===== config.mk =====
export PLATFORM = sky130hd
export DESIGN_NAME = sqerr_core
export DESIGN_NICKNAME = d
export VERILOG_FILES = /design/src/pkg/sqerr_pkg.sv /design/src/rtl/sqerr_core.sv
export SDC_FILE = /design/constraint.sdc
export NUM_CORES = 1
export LEC_CHECK = 0
export BUFFER_PORTS_ARGS = -buffer_cell sky130_fd_sc_hd__buf_2
export CAP_MARGIN = 15
export CORE_MARGIN = 4
export CORE_UTILIZATION = 40
export CTS_CLUSTER_DIAMETER = 50
export DETAILED_ROUTE_END_ITERATION = 16
export PLACE_DENSITY = 0.65
export SLEW_MARGIN = 20
export SYNTH_ARGS = -nofsm -noshare
export SYNTH_HDL_FRONTEND = slang
export SYNTH_SLANG_ARGS = --single-unit

===== constraint.sdc =====
create_clock -name CLOCK_I -period 8 [get_ports CLOCK_I]
set_input_delay 0.4 -clock CLOCK_I [delete_from_list [all_inputs] [get_ports CLOCK_I]]
set_output_delay 0.4 -clock CLOCK_I [all_outputs]
set_load 0.01 [all_outputs]

===== src/pkg/sqerr_pkg.sv =====
// Package with constants, states and carrier types of the seek sequencer.
package sqerr_pkg;
    localparam int CLK_HZ = 40000000;
    localparam int SEEK_TIMEOUT_MS = 500;
    localparam int SEEK_TIMEOUT_CYC = (CLK_HZ / 1000) * SEEK_TIMEOUT_MS;
    localparam int EOT_GAP_US = 10;
    localparam int EOT_GAP_CYC = (CLK_HZ / 1000000) * EOT_GAP_US;
    localparam logic [9:0] MAX_CYL_FULL = 10'd822;
    localparam logic [9:0] MAX_CYL_HALF = 10'd410;
    localparam logic [9:0] CYL_ZERO = 10'h000;
    localparam logic [2:0] TAG_DIAG = 3'h2;
    localparam logic [2:0] TAG_LOW_CYL = 3'h6;
    localparam logic [2:0] TAG_CONTROL = 3'h7;
    localparam int BI_ON_CYL = 2;
    localparam int BI_CHECK_DIAG = 7;
    localparam int BO_RTZ = 0;
    localparam logic [7:0] ADDR_RUN = 8'h00;
    localparam logic [7:0] ADDR_STATUS = 8'h04;
    localparam int RUN_POWER_OFF = 0;
    localparam int RUN_HALF_CAP = 1;

    typedef enum logic [2:0] {
        SQ_IDLE, SQ_SEEK, SQ_RTZ_REV1, SQ_RTZ_REV2, SQ_LOAD, SQ_FWD_EOT,
        SQ_UNLOAD
    } sqerr_state_t;

    typedef struct packed {
        logic [2:0] tag;
        logic [7:0] bus_out;
        logic       tag_strobe;
    } sqerr_cmd_t;

    typedef struct packed {
        logic cyl_pulse;
        logic neg_even_dibits;
        logic heads_loaded;
        logic on_cyl_det;
        logic outside_area;
    } sqerr_servo_t;

    typedef struct packed {
        sqerr_state_t state;
        logic [31:0]  timer;
        logic [31:0]  integ;
        logic         rtz_latch;
        logic         load_latch;
        logic         fine_latch;
        logic         fwd_limit;
        logic         rev_limit;
        logic         seek_error;
        logic         seek_active;
        logic         slope;
        logic         on_cyl;
        logic         seek_end;
        logic [9:0]   diff_cnt;
        logic [7:0]   bus_in;
        logic         rd_valid;
        logic [7:0]   rd_data;
        logic [1:0]   run;
    } sqerr_regs_t;
endpackage


===== src/rtl/sqerr_core.sv =====
// Seek sequencing, travel limit recovery and seek error detection.
//
// Our own choices: the register offsets and the plain strobed port.
module sqerr_core #(
    parameter int TIMEOUT_CYC = sqerr_pkg::SEEK_TIMEOUT_CYC
) (
    input wire logic CLOCK_I,
    input wire logic RST_N_I,
    input wire logic CE_I,
    input wire sqerr_pkg::sqerr_cmd_t CMD_I,
    input wire logic [9:0] SEEK_CYL_I,
    input wire logic SEEK_REQ_I,
    input wire sqerr_pkg::sqerr_servo_t SERVO_I,
    input wire logic [7:0] ADDR_I,
    input wire logic [7:0] WDATA_I,
    input wire logic WR_I,
    input wire logic RD_I,
    output logic [7:0] RDATA_O,
    output logic [7:0] BUS_IN_O,
    output logic SEEK_END_O,
    output logic ON_CYL_O,
    output logic SEEK_ERROR_O,
    output logic RTZ_GATE_O,
    output logic LOAD_GATE_O,
    output logic COARSE_GATE_O,
    output logic FINE_GATE_O,
    output logic FWD_DIR_O,
    output logic ACTUATOR_ON_O,
    output logic [9:0] DIFF_CNT_O,
    output logic EVEN_ODD_SLOPE_O
);
    import sqerr_pkg::*;

    sqerr_regs_t r_q;
    sqerr_regs_t r_d;

    // ==========================================================
    // Next-state logic.
    always_comb begin
        logic rtz_cmd;
        logic eot_en;
        logic gap;
        logic [9:0] max_cyl;
        r_d = r_q;
        rtz_cmd = CMD_I.tag_strobe && CMD_I.tag == TAG_DIAG
            && CMD_I.bus_out[BO_RTZ];
        max_cyl = r_q.run[RUN_HALF_CAP] ? MAX_CYL_HALF : MAX_CYL_FULL;
        eot_en = (r_q.state != SQ_UNLOAD);
        r_d.rd_valid = RD_I;
        r_d.rd_data = 8'h00;
        if (RD_I) begin
            case (ADDR_I)
                ADDR_RUN: r_d.rd_data = {6'h00, r_q.run};
                ADDR_STATUS: r_d.rd_data = {r_q.seek_end, r_q.on_cyl,
                    r_q.seek_error, r_q.fwd_limit, r_q.rev_limit,
                    r_q.rtz_latch, r_q.load_latch, r_q.fine_latch};
                default: r_d.rd_data = 8'h00;
            endcase
        end
        if (WR_I && ADDR_I == ADDR_RUN) begin
            r_d.run = WDATA_I[1:0];
        end
        // Integrator models the gap since the last cylinder pulse.
        if (SERVO_I.cyl_pulse) begin
            r_d.integ = '0;
        end else if (r_q.integ < EOT_GAP_CYC) begin
            r_d.integ = r_q.integ + 32'h1;
        end
        gap = eot_en && (r_q.integ >= EOT_GAP_CYC);
        if (r_q.timer != 32'h0) begin
            r_d.timer = r_q.timer - 32'h1;
        end
        r_d.on_cyl = SERVO_I.on_cyl_det && r_q.fine_latch;
        if (r_d.on_cyl && !r_q.on_cyl) begin
            r_d.seek_end = 1'b1;
            r_d.seek_active = 1'b0;
        end
        case (r_q.state)
            SQ_IDLE: begin
                if (SEEK_REQ_I && !r_q.seek_error) begin
                    r_d.seek_end = 1'b0;
                    if (SEEK_CYL_I > max_cyl) begin
                        r_d.seek_error = 1'b1;
                        r_d.seek_end = 1'b1;
                    end else begin
                        r_d.state = SQ_SEEK;
                        r_d.seek_active = 1'b1;
                        r_d.diff_cnt = SEEK_CYL_I;
                        r_d.slope = SEEK_CYL_I[0];
                        r_d.fine_latch = 1'b0;
                        r_d.timer = TIMEOUT_CYC;
                        r_d.on_cyl = 1'b0;
                    end
                end
            end
            SQ_SEEK: begin
                if (SERVO_I.cyl_pulse && r_q.diff_cnt != 10'h000) begin
                    r_d.diff_cnt = r_q.diff_cnt - 10'h001;
                end
                if (gap && SERVO_I.outside_area) begin
                    r_d.fwd_limit = 1'b1;
                    r_d.seek_error = 1'b1;
                    r_d.seek_active = 1'b0;
                    r_d.diff_cnt = CYL_ZERO;
                    r_d.slope = 1'b0;
                    r_d.seek_end = 1'b1;
                    r_d.state = SQ_FWD_EOT;
                end else if (r_q.timer == 32'h1 && !r_q.on_cyl) begin
                    r_d.seek_error = 1'b1;
                    r_d.diff_cnt = CYL_ZERO;
                    r_d.slope = 1'b0;
                    r_d.seek_end = 1'b1;
                    r_d.seek_active = 1'b0;
                    r_d.state = SQ_IDLE;
                end else if (r_q.on_cyl) begin
                    r_d.state = SQ_IDLE;
                end
            end
            SQ_RTZ_REV1: begin
                if (gap) begin
                    r_d.rev_limit = 1'b1;
                    r_d.integ = '0;
                    r_d.state = SQ_RTZ_REV2;
                end
            end
            SQ_RTZ_REV2: begin
                if (gap) begin
                    r_d.load_latch = 1'b1;
                    r_d.rtz_latch = 1'b0;
                    r_d.state = SQ_LOAD;
                end
            end
            SQ_LOAD: begin
                if (SERVO_I.neg_even_dibits) begin
                    r_d.rev_limit = 1'b0;
                    r_d.load_latch = 1'b0;
                    r_d.diff_cnt = CYL_ZERO;
                    r_d.slope = 1'b0;
                    r_d.state = SQ_IDLE;
                end
            end
            SQ_FWD_EOT: begin
                r_d.state = SQ_FWD_EOT;
            end
            SQ_UNLOAD: begin
                if (!SERVO_I.heads_loaded) begin
                    r_d.rtz_latch = 1'b0;
                    r_d.state = SQ_IDLE;
                end
            end
            default: r_d.state = SQ_IDLE;
        endcase
        // Reverse limit hit during a seek with SEEK_CYL_I at zero and diff_cnt not zero also runs a load back to zero.
        if (r_q.state == SQ_SEEK && gap && !SERVO_I.outside_area
            && r_q.diff_cnt != 10'h000 && SEEK_CYL_I == CYL_ZERO) begin
            r_d.rev_limit = 1'b1;
            r_d.seek_error = 1'b1;
            r_d.seek_end = 1'b1;
            r_d.seek_active = 1'b0;
            r_d.load_latch = 1'b1;
            r_d.state = SQ_LOAD;
        end
        if (rtz_cmd && r_q.state != SQ_UNLOAD) begin
            r_d.seek_error = 1'b0;
            r_d.fwd_limit = 1'b0;
            r_d.rtz_latch = 1'b1;
            r_d.load_latch = 1'b0;
            r_d.seek_end = 1'b0;
            r_d.on_cyl = 1'b0;
            r_d.integ = '0;
            r_d.state = SQ_RTZ_REV1;
        end
        if (r_q.run[RUN_POWER_OFF] && r_q.state != SQ_UNLOAD
            && SERVO_I.heads_loaded) begin
            r_d.rtz_latch = 1'b1;
            r_d.load_latch = 1'b0;
            r_d.state = SQ_UNLOAD;
        end
        // Fine latch is jammed while either coarse latch is set.
        if (r_d.load_latch || r_d.rtz_latch) begin
            r_d.fine_latch = 1'b0;
        end else if (!SERVO_I.heads_loaded) begin
            // Unloaded heads must leave the voice coil without current.
            r_d.fine_latch = 1'b0;
        end else if (r_d.diff_cnt == 10'h000
            && r_d.state != SQ_SEEK) begin
            r_d.fine_latch = 1'b1;
        end else if (r_q.state == SQ_SEEK && r_d.diff_cnt == 10'h000) begin
            r_d.fine_latch = 1'b1;
        end
        r_d.bus_in = 8'h00;
        if (CMD_I.tag_strobe && (CMD_I.tag == TAG_LOW_CYL
            || CMD_I.tag == TAG_CONTROL)) begin
            r_d.bus_in[BI_ON_CYL] = r_q.on_cyl && !r_q.seek_error;
            r_d.bus_in[BI_CHECK_DIAG] = r_q.seek_error;
        end
    end

    // ==========================================================
    // State register.
    always_ff @(posedge CLOCK_I) begin
        if (!RST_N_I) begin
            r_q <= '{state: SQ_IDLE, default: '0};
        end else if (CE_I) begin
            r_q <= r_d;
        end
    end

    // ==========================================================
    // Outputs.
    assign RDATA_O = r_q.rd_valid ? r_q.rd_data : 8'h00;
    assign BUS_IN_O = r_q.bus_in;
    assign SEEK_END_O = r_q.seek_end;
    assign ON_CYL_O = r_q.on_cyl && !r_q.seek_error;
    assign SEEK_ERROR_O = r_q.seek_error;
    assign RTZ_GATE_O = r_q.rtz_latch;
    assign LOAD_GATE_O = r_q.load_latch;
    assign COARSE_GATE_O = r_q.seek_active && !r_q.fine_latch
        && !r_q.load_latch && !r_q.rtz_latch;
    assign FINE_GATE_O = r_q.fine_latch;
    assign FWD_DIR_O = !r_q.rtz_latch;
    assign ACTUATOR_ON_O = r_q.rtz_latch || r_q.load_latch
        || r_q.seek_active || r_q.fine_latch;
    assign DIFF_CNT_O = r_q.diff_cnt;
    assign EVEN_ODD_SLOPE_O = r_q.slope;
endmodule


# --- After elaboration in Yosys (flattened, before gate mapping) ---
# Cells that the tools add are included.
# Widths: inputs -> output; s select.
classes:
  add_sub_neg: 3
  n_mul: 0
  div_mod_pow: 0
  order_cmp: 3
  n_eq_ne: 25
  n_shift: 0
  n_mux: 68
  bitwise: 0
  reduce_logical: 52
ops:
  columns: ["op", "n"]
  rows:
  - ["$mux 32", 6]
  - ["$mux 35", 2]
  - ["$mux 3", 14]
  - ["$mux 10", 4]
  - ["$mux 34", 1]
  - ["$add 32x1->32 const B", 1]
  - ["$eq 32x1->1 const B", 1]
  - ["$ge 32x9->1 const B", 1]
  - ["$lt 32x9->1 const B", 1]
  - ["$reduce_bool 32->1", 1]
  - ["$sub 32x1->32 const B", 1]
  - ["$pmux 10 s3", 1]
  - ["$logic_and 1x1->1", 24]
  - ["$mux 1", 24]
  - ["$mux 11", 2]
  - ["$pmux 3 s7", 1]
  - ["$logic_not 10->1", 2]
  - ["$mux 8", 2]
  - ["$pmux 8 s2", 1]
  - ["$eq 3x3->1 const B", 5]
  - ["$mux 15", 1]
  - ["$ne 3x3->1 const B", 4]
  - ["$gt 10x10->1", 1]
  - ["$ne 5x1->1 const B", 2]
  - ["26 further kinds", 48]
word_totals:
  ff_bits: 100
  latch_bits: 0
  ramBits: 0
  mem_bits_ro: 0
  output_inout_bits: 36
  word_cells: 169
  n_memories: 0

# --- Longest topological paths before layout ---
logic_depth:
  ltp_word: 14
  mapped_depth: 12
  mapped_depth_nobuf: 10

# --- Least setup slack after synthesis ---
# No wires, ideal clock.
synth_timing:
  path_kind: "reg-to-reg"
  startpoint: "reg r_q[87] in the netlist's numbering"
  endpoint: "reg r_q (netlist bit FINE_GATE_O)"
  setup_ps: 87
  arrival_time_ps: 2844
  required_ps: 7913
  slack_ps: 5069
  path_stages_with_launch: 10
  period_less_slack_ps: 2931
  path_cell_list: "dfxtp_1 or4_4 or4_4 buf_6 nor4_4 a211oi_2 a222oi_1 nand2_1 or4_1 o31ai_1"
synth_between:
  elab_chain_len: 13
synth_rtl:
  columns: ["element", "line_no", "text"]
  rows:
  - ["from (decl)", "sqerr_core.sv:34", "sqerr_regs_t r_q;"]
  - ["from (signal assigned)", "sqerr_core.sv:205", "r_q <= r_d;"]
  - ["$eq 32x1->1 (*)", "sqerr_core.sv:108", "end else if (r_q.timer == 32'h1 && !r_q.on_cyl) begin"]
  - ["$logic_and 1x1->1 (*)", "sqerr_core.sv:108", null]
  - ["parallel branches: the longest is 11 deep, another holds $pmux 3 s7", null, null]
# Every way passes the cells marked *.
# A chain may end at the register's enable or synchronous reset.

# --- Final worst setup path ---
layout_timing:
  startpoint: "reg r_q[1] in the netlist's numbering"
  endpoint: "reg r_q[75] in the netlist's numbering"
layout_between:
  elab_chain_len: 5
layout_rtl:
  columns: ["element", "line_no", "text"]
  rows:
  - ["$mux 10", "sqerr_core.sv:47", "max_cyl = r_q.run[RUN_HALF_CAP] ? MAX_CYL_HALF : MAX_CYL_FULL;"]
  - ["$gt 10x10->1", "sqerr_core.sv:82", "if (SEEK_CYL_I > max_cyl) begin"]
  - ["$mux 35", "sqerr_core.sv:82", null]
  - ["$mux 35", "sqerr_core.sv:80", "if (SEEK_REQ_I && !r_q.seek_error) begin"]
  - ["$mux 32", "sqerr_core.sv:78", "case (r_q.state)"]
# Every way passes these cells.

==> results.cfg <==
[yosys]
synth_top_cell_by_area = dfxtp_1
synth.distinct_cells = 70
synthTopCellsByCount = 100 x dfxtp_1, 85 x nor2_1, 40 x a21oi_1, 39 x nand2_1, 36 x and2_1
synth_edf_count = 0
ys.warnings.count = 0
synthFlopType = dfxtp_1
syn_inst = 633
synth.area.mux_share_pct = 0.794
synth_compound_area_share_pct = 19.2
syn-cell-area_um2 = 5200
synth_top_area_share_pct = 38.5
post_synth_xor_area_fraction_pct = 3.87
synthArstFlopShare_pct = 0
synth.yosys.seq_area_share_pct = 38.5
yosys.area_share.adder_pct = 2.65
yosysMostFrequentCell = dfxtp_1
synth_seq_cells = 100
synth-simple-area-share_pct = 28.8
synth_top_family_by_area = simple AND/OR/NAND/NOR gates
syn_area_per_cell_um2 = 8.22
yosys-top-cells-area = dfxtp_1 38%, nor2_1 6.1%, and2_1 4.3%

[cts]
cts_buffer_depth = 2
cts_tree = built
htree_levels = 3
cts_root_buf = clkbuf_16
cts_buffers = 9
clock_latency_ns = 0.36
cts_resized = 0
post_cts_buffers = 0
numClockSinks = 100
clkTransAtPathRegs_ns = 0.08
ctsHoldBuffers = 0

[placed_design]
dp_slack_ns = 4.53
hpwl_mm = 9.65
gp_congestion = 0.881
port_buffers = 65

[run]
drv_cap = 0

[setup_path]
path_max_fanout = 23
startpoint = r_q[1]$_SDFFE_PN0P_
r2r-start = r_q[1]$_SDFFE_PN0P_
cp.required_ns = 8.21
worstSetupPathType = reg -> reg
crit_path_end_kind = flip-flop
arrival_ns = 3.66
crit_path_start_kind = flip-flop

[global_routing]
use_met1_pct = 21.2
grt_pass1_vias = 4601
grt_pass1_wl_mm = 22.0
use_met3_pct = 4.74
grt_start_max_net_pins = 58
met2_usage_pct = 33.3
antenna_found_initial = 0
gr-max-usage-layer = met2
grt_use_total_pct = 18.4
grt_overflow = 0

[drt]
routedWlPerCell_um = 15.9
ant_nets = 0
initialDrtViolationCount = 455
routed-via-count = 4794
wl_mm = 13.5
vias_per_cell = 5.67
drc = 0
firstDrtPassIters = 5

[sta]
setup-violations-final = 0
max_freq_mhz = 290
rsz0062_at_grt = false
period_share_pct = 43.1
finalHoldViolCount = 0
fin_skew_ns = 0.00907
slew_viol_final = 0
fin_ws_ns = 4.55
tns_ns = 0
period_needed_ns = 3.45
tightest_slew_ns = 0.984
max_slew_margin_pct = 33.8
hold-worst-slack_ns = 0.291

[cells_and_area]
drive_above_1_share_pct = 14.8
antennaDiodeCount = 0
nFillCells = 1266
layout.nets = 729
area_growth_pct = 12.4

[floorplanning]
die_w_um = 122
rows = 41
dieArea_um2 = 14900
io_pins = 85
core_area_um2 = 12700
start_util_pct = 41.0
die_h_um = 122

[power]
total_leakage_power_uw = 0.00233
p_per_area_nw_per_um2 = 241
ir_drop_v = 0.000132

[worst_hold_path]
hp-class = in -> reg
hp-start = WDATA_I[0]

[outcome]
outcome = complete, no violations
power breakdown:
| part | internal [uW] | switching [uW] | total [uW] |
|---|---|---|---|
| logic | 150 | 218 | 369 |
| clock network | 226 | 221 | 447 |
| registers | 542 | 51.4 | 593 |
per-layer routing:
layer / routed length [um] / part of all wire, %
met5: 0 / 0
met4: 279 / 2.1
met3: 621 / 4.6
met2: 6870 / 51
met1: 5720 / 42
cells in the final DEF, fill, tap and decap left out, types with 11 or more instances in the layout:
master	n
a21oi_1	39
nand2_1	39
o21ai_0	26
nand3_1	13
ha_1	11
buf_2	65
and2_1	36
nand4_1	12
dfxtp_1	100
xnor2_1	13
nor4_1	18
inv_1	15
nor2_1	85
nor3_1	21
cells by family after synthesis:
kind of cell | count (synthesis)
AOI/OAI and AO/OA | 145
xor gates and xnor gates | 23
and+or+nand+nor | 284
adders and majority gates | 11
other | 1
DFF | 100
buffers and inverters | 65
muxes | 4
layout make-up:
class | count | area, um^2 | share of cell area (%)
Timing Repair Buffer | 68 | 348 | 5.95
Clock inverter | 7 | 88.8 | 1.52
Inverter | 17 | 63.8 | 1.09
Multi-Input combinational cell | 473 | 2900 | 49.6
Clock buffer | 9 | 225 | 3.85
Tap cell | 172 | 215 | 3.68
Sequential cell | 100 | 2000 | 34.3
path summary, 6_finish.rpt:
check	to	slack, ns	cells after the start
max	r_q[75]$_SDFFE_PN0P_	4.55	9
min	r_q[0]$_SDFFE_PN0P_	0.29	3
max reg2reg	r_q[75]$_SDFFE_PN0P_	4.55	9
min reg2reg	r_q[60]$_SDFFE_PN0P_	0.46	1
metrics by stage:
stage | instance area, um^2 | util (%) | cells | power (uW)
after floorplan | 5220 | - | 638 | 893
after global placement | 5530 | 43.6 | 830 | 953
after detailed placement | 5530 | 43.6 | 830 | 968
after CTS | 5840 | 46.1 | 846 | 1420
after global routing | 5840 | 46.1 | 846 | 1490
final | 5840 | 46.1 | 846 | 1410
worst max-delay path, cell delays in order, from the launching register on:
cell	delay, ns
dfxtp_1	0.49
inv_1	0.12
ha_1	0.29
or2_2	0.28
a31oi_1	0.21
a211o_1	0.22
and2_1	0.59
nand2_1	0.32
nand2_1	0.66
nor2_1	0.11
sequential cells by signal (all words and copies together) (netlist names):
name,flops
SEEK_END_O,1
RTZ_GATE_O,1
FINE_GATE_O,1
DIFF_CNT_O,10
BUS_IN_O,2
SEEK_ERROR_O,1
r_q,82
LOAD_GATE_O,1
EVEN_ODD_SLOPE_O,1
No activity file was read; power rests on OpenSTA's default activity.
